<file path="src/pkg/fps_pkg.sv">
package fps_pkg;

	localparam int ADDR_W = 23;
	localparam int DATA_W = 16;
	localparam int COUNT_W = 16;
	localparam int TIMER_W = 12;
	localparam int BLOCK_LSB = 15;

	localparam logic [DATA_W-1:0] CMD_UNLOCK_SETUP = 16'h0060;
	localparam logic [DATA_W-1:0] CMD_UNLOCK_CONFIRM = 16'h00D0;
	localparam logic [DATA_W-1:0] CMD_EFP_SETUP = 16'h0030;
	localparam logic [DATA_W-1:0] CMD_EFP_CONFIRM = 16'h00D0;
	localparam logic [DATA_W-1:0] EXIT_WORD = 16'hFFFF;

	localparam int ENGINE_READY_BIT = 7;
	localparam int PROGRAM_FAILURE_BIT = 4;
	localparam int SUPPLY_VOLTAGE_ERROR_BIT = 3;
	localparam int LOCKED_BLOCK_ERROR_BIT = 1;
	localparam int STREAM_READY_BIT = 0;

	localparam int CLOCK_MHZ = 125;
	localparam int VPP_SETTLE_NS = 2000;
	localparam int SETUP_DELAY_NS = 1000;
	localparam int BUS_STROBE_NS = 70;
	localparam logic [TIMER_W-1:0] VPP_SETTLE_CYCLES = TIMER_W'((VPP_SETTLE_NS * CLOCK_MHZ + 999) / 1000);
	localparam logic [TIMER_W-1:0] SETUP_DELAY_CYCLES = TIMER_W'((SETUP_DELAY_NS * CLOCK_MHZ + 999) / 1000);
	localparam logic [TIMER_W-1:0] BUS_STROBE_CYCLES = TIMER_W'((BUS_STROBE_NS * CLOCK_MHZ + 999) / 1000);

	typedef enum logic [4:0] {
		ST_IDLE, ST_VPP_WAIT, ST_UNLOCK_CONFIRM, ST_EFP_SETUP, ST_EFP_CONFIRM,
		ST_SETUP_WAIT, ST_SETUP_CHECK, ST_PRE_POLL, ST_PRE_CHECK, ST_GET_WORD,
		ST_POST_POLL, ST_POST_CHECK, ST_END_PHASE, ST_START_VERIFY, ST_EXIT_POLL,
		ST_EXIT_CHECK, ST_FULL_CHECK, ST_FINISH, ST_BUS_WR, ST_BUS_RD
	} fps_state_type;

	function automatic logic [ADDR_W-1:0] fps_exit_address(input logic [ADDR_W-1:0] first);
		fps_exit_address = first ^ (ADDR_W'(1) << BLOCK_LSB);
	endfunction

endpackage

</file>
<file path="src/core/fps_sequencer.sv">
`timescale 1ns/1ps
`default_nettype none
module fps_sequencer (
	input wire logic i_clock,
	input wire logic i_rst,
	input wire logic i_start,
	input wire logic [fps_pkg::ADDR_W-1:0] i_first_addr,
	input wire logic [fps_pkg::COUNT_W-1:0] i_word_count,
	input wire logic i_step_mode,
	input wire logic [fps_pkg::DATA_W-1:0] i_word,
	input wire logic i_word_valid,
	output logic o_word_ready,
	output logic o_busy,
	output logic o_verify_phase,
	output logic o_done,
	output logic o_fail,
	output logic [7:0] o_status,
	output logic o_vpp_enable,
	output logic [fps_pkg::ADDR_W-1:0] o_flash_addr,
	output logic [fps_pkg::DATA_W-1:0] o_flash_dq,
	output logic o_flash_dq_oe,
	input wire logic [fps_pkg::DATA_W-1:0] i_flash_dq,
	output logic o_flash_ce_n,
	output logic o_flash_we_n,
	output logic o_flash_oe_n
);
	import fps_pkg::*;

	////////////////////////////////////////////////////////////////////////
	// State
	fps_state_type state_reg, state_next;
	fps_state_type ret_reg, ret_next;
	logic [TIMER_W-1:0] timer_reg, timer_next;
	logic [ADDR_W-1:0] first_reg, first_next;
	logic [ADDR_W-1:0] addr_reg, addr_next;
	logic [DATA_W-1:0] wdata_reg, wdata_next;
	logic [COUNT_W-1:0] count_reg, count_next;
	logic [COUNT_W-1:0] idx_reg, idx_next;
	logic step_reg, step_next;
	logic verify_reg, verify_next;
	logic [7:0] status_reg, status_next;
	logic fail_reg, fail_next;
	logic done_reg, done_next;
	logic vpp_reg, vpp_next;

	////////////////////////////////////////////////////////////////////////
	// Decoding
	wire logic timer_zero;
	wire logic [TIMER_W-1:0] timer_dec;
	wire logic [ADDR_W-1:0] stream_addr;
	wire logic last_word;
	wire logic stream_busy;
	wire logic bus_wr;
	wire logic bus_rd;

	assign timer_zero = (timer_reg == '0);
	assign timer_dec = timer_reg - TIMER_W'(1);
	assign stream_addr = step_reg ? (first_reg + ADDR_W'(idx_reg)) : first_reg;
	assign last_word = (idx_reg == count_reg);
	assign stream_busy = status_reg[STREAM_READY_BIT];
	assign bus_wr = (state_reg == ST_BUS_WR);
	assign bus_rd = (state_reg == ST_BUS_RD);

	////////////////////////////////////////////////////////////////////////
	// Sequencer
	always_comb begin
		state_next = state_reg;
		ret_next = ret_reg;
		timer_next = timer_reg;
		first_next = first_reg;
		addr_next = addr_reg;
		wdata_next = wdata_reg;
		count_next = count_reg;
		idx_next = idx_reg;
		step_next = step_reg;
		verify_next = verify_reg;
		status_next = status_reg;
		fail_next = fail_reg;
		done_next = 1'b0;
		vpp_next = vpp_reg;
		case (state_reg)
			ST_IDLE: begin
				if (i_start) begin
					first_next = i_first_addr;
					count_next = i_word_count;
					step_next = i_step_mode;
					idx_next = '0;
					verify_next = 1'b0;
					fail_next = 1'b0;
					vpp_next = 1'b1;
					timer_next = VPP_SETTLE_CYCLES;
					state_next = ST_VPP_WAIT;
				end
			end
			ST_VPP_WAIT: begin
				if (timer_zero) begin
					addr_next = first_reg;
					wdata_next = CMD_UNLOCK_SETUP;
					ret_next = ST_UNLOCK_CONFIRM;
					timer_next = BUS_STROBE_CYCLES;
					state_next = ST_BUS_WR;
				end else begin
					timer_next = timer_dec;
				end
			end
			ST_UNLOCK_CONFIRM: begin
				wdata_next = CMD_UNLOCK_CONFIRM;
				ret_next = ST_EFP_SETUP;
				timer_next = BUS_STROBE_CYCLES;
				state_next = ST_BUS_WR;
			end
			ST_EFP_SETUP: begin
				wdata_next = CMD_EFP_SETUP;
				ret_next = ST_EFP_CONFIRM;
				timer_next = BUS_STROBE_CYCLES;
				state_next = ST_BUS_WR;
			end
			ST_EFP_CONFIRM: begin
				wdata_next = CMD_EFP_CONFIRM;
				ret_next = ST_SETUP_WAIT;
				timer_next = BUS_STROBE_CYCLES;
				state_next = ST_BUS_WR;
			end
			ST_SETUP_WAIT: begin
				if (timer_zero) begin
					ret_next = ST_SETUP_CHECK;
					timer_next = BUS_STROBE_CYCLES;
					state_next = ST_BUS_RD;
				end else begin
					timer_next = timer_dec;
				end
			end
			ST_SETUP_CHECK: begin
				if (status_reg[ENGINE_READY_BIT]) begin
					fail_next = 1'b1;
					state_next = ST_FINISH;
				end else begin
					state_next = ST_PRE_POLL;
				end
			end
			ST_PRE_POLL: begin
				ret_next = ST_PRE_CHECK;
				timer_next = BUS_STROBE_CYCLES;
				state_next = ST_BUS_RD;
			end
			ST_PRE_CHECK: begin
				if (stream_busy) begin
					state_next = ST_PRE_POLL;
				end else if (last_word) begin
					state_next = ST_END_PHASE;
				end else begin
					state_next = ST_GET_WORD;
				end
			end
			ST_GET_WORD: begin
				if (i_word_valid) begin
					addr_next = stream_addr;
					wdata_next = i_word;
					ret_next = ST_POST_POLL;
					timer_next = BUS_STROBE_CYCLES;
					state_next = ST_BUS_WR;
				end
			end
			ST_POST_POLL: begin
				ret_next = ST_POST_CHECK;
				timer_next = BUS_STROBE_CYCLES;
				state_next = ST_BUS_RD;
			end
			ST_POST_CHECK: begin
				if (stream_busy) begin
					state_next = ST_POST_POLL;
				end else begin
					idx_next = idx_reg + COUNT_W'(1);
					state_next = ST_PRE_POLL;
				end
			end
			ST_END_PHASE: begin
				addr_next = fps_exit_address(first_reg);
				wdata_next = EXIT_WORD;
				ret_next = verify_reg ? ST_EXIT_POLL : ST_START_VERIFY;
				timer_next = BUS_STROBE_CYCLES;
				state_next = ST_BUS_WR;
			end
			ST_START_VERIFY: begin
				verify_next = 1'b1;
				idx_next = '0;
				state_next = ST_PRE_POLL;
			end
			ST_EXIT_POLL: begin
				ret_next = ST_EXIT_CHECK;
				timer_next = BUS_STROBE_CYCLES;
				state_next = ST_BUS_RD;
			end
			ST_EXIT_CHECK: begin
				state_next = status_reg[ENGINE_READY_BIT] ? ST_FULL_CHECK : ST_EXIT_POLL;
			end
			ST_FULL_CHECK: begin
				fail_next = status_reg[PROGRAM_FAILURE_BIT] | status_reg[SUPPLY_VOLTAGE_ERROR_BIT] |
					status_reg[LOCKED_BLOCK_ERROR_BIT];
				state_next = ST_FINISH;
			end
			ST_FINISH: begin
				vpp_next = 1'b0;
				done_next = 1'b1;
				state_next = ST_IDLE;
			end
			ST_BUS_WR: begin
				if (timer_zero) begin
					timer_next = SETUP_DELAY_CYCLES;
					state_next = ret_reg;
				end else begin
					timer_next = timer_dec;
				end
			end
			ST_BUS_RD: begin
				if (timer_zero) begin
					status_next = i_flash_dq[7:0];
					state_next = ret_reg;
				end else begin
					timer_next = timer_dec;
				end
			end
			default: begin
				state_next = ST_IDLE;
			end
		endcase
	end

	////////////////////////////////////////////////////////////////////////
	// Registers
	always_ff @(posedge i_clock or posedge i_rst) begin
		if (i_rst) begin
			state_reg <= ST_IDLE;
			ret_reg <= ST_IDLE;
			timer_reg <= '0;
			first_reg <= '0;
			addr_reg <= '0;
			wdata_reg <= '0;
			count_reg <= '0;
			idx_reg <= '0;
			step_reg <= 1'b0;
			verify_reg <= 1'b0;
			status_reg <= '0;
			fail_reg <= 1'b0;
			done_reg <= 1'b0;
			vpp_reg <= 1'b0;
		end else begin
			state_reg <= state_next;
			ret_reg <= ret_next;
			timer_reg <= timer_next;
			first_reg <= first_next;
			addr_reg <= addr_next;
			wdata_reg <= wdata_next;
			count_reg <= count_next;
			idx_reg <= idx_next;
			step_reg <= step_next;
			verify_reg <= verify_next;
			status_reg <= status_next;
			fail_reg <= fail_next;
			done_reg <= done_next;
			vpp_reg <= vpp_next;
		end
	end

	////////////////////////////////////////////////////////////////////////
	// Outputs
	assign o_word_ready = (state_reg == ST_GET_WORD);
	assign o_busy = (state_reg != ST_IDLE);
	assign o_verify_phase = verify_reg;
	assign o_done = done_reg;
	assign o_fail = fail_reg;
	assign o_status = status_reg;
	assign o_vpp_enable = vpp_reg;
	assign o_flash_addr = addr_reg;
	assign o_flash_dq = wdata_reg;
	assign o_flash_dq_oe = bus_wr;
	assign o_flash_ce_n = ~(bus_wr | bus_rd);
	assign o_flash_we_n = ~bus_wr;
	assign o_flash_oe_n = ~bus_rd;

endmodule
`default_nettype wire

</file>
<file path="config.mk">
export PLATFORM = sky130hd
export DESIGN_NAME = fps_sequencer
export DESIGN_NICKNAME = d
export VERILOG_FILES = /design/src/pkg/fps_pkg.sv /design/src/core/fps_sequencer.sv
export SDC_FILE = /design/constraint.sdc
export NUM_CORES = 1
export LEC_CHECK = 0
export BUFFER_PORTS_ARGS = -buffer_cell sky130_fd_sc_hd__buf_2
export CAP_MARGIN = 10
export CORE_ASPECT_RATIO = 1.25
export CORE_UTILIZATION = 25
export CTS_BUF_LIST = sky130_fd_sc_hd__clkbuf_4
export CTS_CLUSTER_SIZE = 16
export DETAILED_ROUTE_END_ITERATION = 10
export GPL_TIMING_DRIVEN = 0
export PLACE_DENSITY = 0.47
export SYNTH_ARGS = -nofsm -noshare
export SYNTH_HDL_FRONTEND = slang
export SYNTH_SLANG_ARGS = --single-unit
</file>
<file path="constraint.sdc">
create_clock -name i_clock -period 3.9 [get_ports i_clock]
set_input_delay 0.195 -clock i_clock [delete_from_list [all_inputs] [get_ports i_clock]]
set_output_delay 0.195 -clock i_clock [all_outputs]
set_load 0.03 [all_outputs]
</file>
# Word-level counts from Yosys, hierarchy flattened
# Cells that the tools add are included.
[totals]
reg_bits = 129
input_bits = 76
out_inout_bits = 57
wordCells = 119
[op_classes]
add_sub_neg = 3
n_eq_ne = 28
muxes = 39
n_bitwise = 7
n_reduce_logical = 28
[ops]
columns = ["cell", "n"]
rows = [
  ["$pmux W16 S5", 1],
  ["$pmux W12 S6", 1],
  ["$mux W23", 3],
  ["$pmux W23 S3", 1],
  ["$pmux W5 S13", 1],
  ["$mux W16", 4],
  ["$mux W12", 5],
  ["$mux W5", 10],
  ["$pmux W5 S10", 1],
  ["$pmux W16 S3", 1],
  ["$eq A5 B4 Y1 const B", 8],
  ["$add A23 B16 Y23", 1],
  ["$eq A5 B3 Y1 const B", 4],
  ["$eq A5 B5 Y1 const B", 4],
  ["$add A16 B1 Y16 const B", 1],
  ["$eq A16 B16 Y1", 1],
  ["$ne A2 B2 Y1 const B", 7],
  ["$logic_not A12 Y1", 1],
  ["$reduce_and A3 Y1", 4],
  ["$sub A12 B1 Y12 const B", 1],
  ["$eq A5 B2 Y1 const B", 2],
  ["$reduce_bool A10 Y1", 1],
  ["$reduce_bool A5 Y1", 2],
  ["$reduce_bool A3 Y1", 3],
  ["20 further kinds", 37],
]

# Logic depth before layout (Yosys ltp)
[logic_depth]
word_depth = 4
ltp_mapped = 10
ltp_nobuf = 9

# Least setup slack after synthesis
# Ideal clock, no wire load.
[synth_path]
path_kind = "register to register"
startpoint = "register timer_reg[0]"
endpoint = "register ret_reg[2]"
setup_ps = 125
t_arrival_ps = 2302
required_time_ps = 3775
slack_ps = 1473
path_stages_with_launch = 9
n_path_buf = 1
synth_period_minus_slack_ps = 2427
cell_sequence = "dfrtp_1 -> inv_1 -> ha_1 -> or3b_1 -> buf_2 -> nor4_4 -> o21ai_0 -> nor2_1 -> mux2_2"
[synth_via]
elab_chain_len = 3
word_cells_on_any_way = 4
cone_classes = "2 x eq/ne; 2 x reduce/logical"
[synth_lines]
columns = ["element", "line", "rtl"]
rows = [
  ["start: declaration", "fps_sequencer.sv:33", "logic [TIMER_W-1:0] timer_reg, timer_next;"],
  ["start signal: assignment", "fps_sequencer.sv:250", "timer_reg <= timer_next;"],
  ["$logic_not A12 Y1 *", "fps_sequencer.sv:56", "assign timer_zero = (timer_reg == '0);"],
  ["$ne A2 B2 Y1 (no source line)", "--", ""],
  ["$reduce_and A4 Y1 (no source line) *", "--", ""],
  ["end signal: assignment", "fps_sequencer.sv:249", "ret_reg <= ret_next;"],
  ["end: declaration", "fps_sequencer.sv:32", "fps_state_type ret_reg, ret_next;"],
]
# Every way passes the cells marked *; elsewhere a longest branch is shown, timed or not.
# A chain may end at the register's enable or synchronous reset.

# Worst setup path after layout
[layout_path]
startpoint = "register state_reg[4]"
endpoint = "output port o_word_ready"
[layout_via]
elab_chain_len = 1
[layout_lines]
columns = ["element", "line", "rtl"]
rows = [
  ["start: declaration", "fps_sequencer.sv:31", "fps_state_type state_reg, state_next;"],
  ["start signal: assignment", "fps_sequencer.sv:248", "state_reg <= state_next;"],
  ["$eq A5 B4 Y1", "fps_sequencer.sv:267", "assign o_word_ready = (state_reg == ST_GET_WORD);"],
  ["end: declaration", "fps_sequencer.sv:12", "output logic o_word_ready,"],
]
# Every way passes these cells.

==> flow_summary.rst <==
.. list-table::
   :header-rows: 1

   * - Metric
     - Value
   * - Crit Path Category
     - flop to output port
   * - GRT overflow
     - 0
   * - Share of the yosys chip area belonging to registers
     - 0.423
   * - Post-detailed-routing wire length
     - 25,300 um
   * - Die H
     - 197 um
   * - DR WL/cell
     - 17.7 um
   * - Count of final hold-check violations
     - 0
   * - Slew at the pin with the worst max-slew slack
     - 957 ps
   * - Latest clock arrival within the worst-skew pair
     - 560 ps
   * - Path type of the worst min-delay path
     - input pin to flop
   * - Final Cycle Share
     - 0.904
   * - Clk sinks
     - 128
   * - Number of global-route vias before repair
     - 6,965
   * - Combinational family with the most area after synthesis
     - compound AO/OA/AOI/OAI gates
   * - Top-level I/O count
     - 133
   * - Number of synthesized flops with an enable pin
     - 0
   * - Post-detail-place hpwl
     - 18,700 um
   * - Endpoint required time on the critical path
     - 3700 ps
   * - Area fraction in compound gates after synthesis
     - 0.192
   * - Max Freq
     - 284 MHz
   * - Wire length of the first global-routing pass
     - 39,400 um
   * - Summed instance area of the synthesized netlist
     - 7580 um^2
   * - Total DRC errors in the routed layout
     - 0
   * - Min setup slack post-route
     - 373 ps
   * - Number of setup violations in the final report
     - 0
   * - Fraction of final layout cells sized beyond drive strength 1
     - 0.235
   * - NumNets Final
     - 1,120
   * - Leading register cell type out of synthesis
     - dfrtp_1
   * - Starting density of the core
     - 0.257
   * - Synth Area in Simple Gates
     - 0.191
   * - Core Area
     - 29,500 um^2
   * - Share of the core filled with cells
     - 0.325
   * - Routability Congestion
     - 0.897
   * - Violation count after the first detailed-routing iteration
     - 557
   * - Via-to-Cell Ratio
     - 4.94
   * - Leakage component of the power
     - 4.20 nW
   * - Number of register bits inferred by synthesis
     - 128
   * - CP Max Fanout
     - 10
   * - Total clock buffers created by CTS
     - 17
   * - Inst Count DP
     - 1,339
   * - Cell at the root of the clock tree
     - clkbuf_4
   * - Layout overhead on the synthesized area
     - 26.7%
   * - Data arrival time of the critical path
     - 3330 ps
   * - Result of the run
     - finished clean
   * - H-tree lvl count
     - 4
   * - Count of mapped cells out of synthesis
     - 818
   * - All-layer global routing usage
     - 0.169
   * - Post-synthesis share of cell area spent on full adders, half adders and majority gates
     - 0.0324
   * - Number of non-filler instances in the completed layout
     - 1,435
   * - Maximum vdd drop
     - 302 uV
   * - Die width
     - 158 um
   * - Worst slack after detailed placement
     - 726 ps
   * - Largest net degree at the start of global routing
     - 92
   * - First drt pass iteration count
     - 5
   * - Area enclosed by the die boundary
     - 31,000 um^2
   * - Fin Hold WS
     - 146 ps
   * - Count of standard-cell rows
     - 70
   * - Initial antenna violation count
     - 1
   * - Syn_area_per_cell
     - 9.26 um^2
   * - Post-route minimum period
     - 3530 ps
   * - Port Buffers
     - 124
   * - Residual antenna-violating net count after detailed routing
     - 0
   * - Worst-path clk slew
     - 100 ps
   * - Synth cell types
     - 75
   * - Critical Path Start Type
     - flop
   * - Warnings, synthesis
     - 0
   * - Relative slew margins
     - 0.356
   * - Setup TNS
     - 0 ps
   * - Share of synthesized registers carrying an async set or reset
     - 1.00
   * - Clock tree from TritonCTS
     - built
   * - RSZ-0062 raised after global routing
     - no
   * - Share of synthesized area spent on multiplexers
     - 0.0801
   * - Post-synthesis net count
     - 913
   * - Number of violations of the max-capacitance limit
     - 0
   * - Cell Pwr Density
     - 698 nW/um^2
   * - Max Clock Skew
     - 19.2 ps
   * - Xor-xnor portion of the synthesized cell area
     - 0.0416
   * - CTS max path bufs
     - 2
   * - Count of vias placed by the detailed router
     - 7,085
   * - Pins over their slew limit
     - 0
   * - Nature of the critical path endpoint
     - output port
-- path summary, 6_finish.rpt --
kind                                        from                to  slack (ps)  cells after the start
worst max-delay path                state_reg[4]      o_word_ready         370                      7
worst min-delay path                   i_word[5]     o_flash_dq[5]         150                      4
worst max register to register      state_reg[3]      state_reg[2]         890                      8
worst min register to register  o_flash_addr[19]  o_flash_addr[19]         480                      2
max in group asynchronous                  i_rst  o_flash_addr[14]        2940                      4
min in group asynchronous                  i_rst       o_status[2]         160                      3
-- layout by cell type, fill, tap and decap left out, types with 24 or more instances in the layout --
master | synthesis | final
dfrtp_1 | 128 | 128
inv_1 | 25 | 24
nor2_1 | 82 | 82
a21oi_1 | 79 | 79
o21ai_0 | 43 | 43
buf_2 | 11 | 135
dlygate4sd3_1 | 0 | 62
mux2_2 | 53 | 53
nand2_1 | 52 | 52
nand3_1 | 30 | 30
clkbuf_1 | 30 | 30
-- cell families after synthesis --
| family | after synthesis |
|---|---|
| simple gates | 281 |
| fa+ha+maj | 19 |
| mux | 54 |
| flops | 128 |
| compound gates | 228 |
| buf+inv | 72 |
| xor+xnor | 36 |
-- layout make-up --
type                    instances  area [um^2]
clock buffers                  20          150
multi-input cells             618         4070
diodes                          1         2.50
flip-flops and latches        128         3200
fillers                      3129        19900
clock inverters                12         95.1
plain buffers                  46          205
repair buffers                188         1270
inverters                      26          103
well taps                     396          495
-- repair_timing --
action                                 in CTS  in global routing
hold buffers                               62                  0
endpoints found under the hold margin      98                  0
setup endpoints to repair                   0                  0
resized for setup                           0                  0
setup buffers                               0                  0
-- metrics by stage --
stage	total power, W	cell area (um^2)
2_1_floorplan	0.00475	7580
3_3_place_gp	0.00581	8690
3_5_place_dp	0.00583	8730
4_1_cts	0.00676	9590
5_1_grt	0.00723	9600
6_report	0.00670	9600
-- per-layer routing --
metal / track usage / vias to the layer above / part of all wire
li1: - / 3437 / -
met1: 0.202 / 3437 / 0.42
met2: 0.300 / 176 / 0.52
met3: 0.0299 / 35 / 0.038
met4: 0.0583 / 0 / 0.021
met5: 0 / - / 0
-- critical path, cell delays in order, from the launching register on --
cell and delay, ps:
dfrtp_1 380, clkbuf_1 220, inv_1 110, clkbuf_1 450, nand3_1 650, inv_1 340
clkbuf_1 350, buf_2 270
-- synthesized netlist by cell type, types with 3 or more instances --
master / count / area [um^2]
a31oi_1: 16 / 100
nand3_1: 30 / 150
clkbuf_1: 30 / 113
o21a_1: 8 / 60.1
o22a_1: 5 / 43.8
or3b_1: 3 / 26.3
inv_1: 25 / 93.8
or3_1: 14 / 87.6
nand2b_1: 4 / 25.0
nor4_1: 12 / 75.1
a41oi_1: 3 / 26.3
buf_4: 5 / 37.5
xnor2_1: 17 / 149
nor3_1: 23 / 115
a21o_1: 8 / 60.1
a221oi_1: 3 / 26.3
o21ai_1: 3 / 15.0
nand4_1: 12 / 75.1
and2_1: 3 / 18.8
nand2_1: 52 / 195
o211ai_1: 8 / 60.1
a21oi_1: 79 / 395
nor2_1: 82 / 308
a211o_1: 4 / 35.0
a2111oi_0: 3 / 26.3
o22ai_1: 9 / 56.3
buf_2: 11 / 55.1
o21ai_0: 43 / 215
nor2b_1: 9 / 56.3
dfrtp_1: 128 / 3200
xor2_1: 19 / 166
mux2_2: 53 / 597
and3_1: 11 / 68.8
ha_1: 18 / 225
nor3_2: 3 / 30.0
or4_1: 6 / 45.0
-- report_power, final --
| part | switching (W) | internal (W) |
|---|---|---|
| Combinational | 0.00221 | 0.00133 |
| Clock | 0.000513 | 0.000326 |
| Sequential | 0.000453 | 0.00186 |
| Total | 0.00318 | 0.00352 |
(Power assumes the default switching activity.)
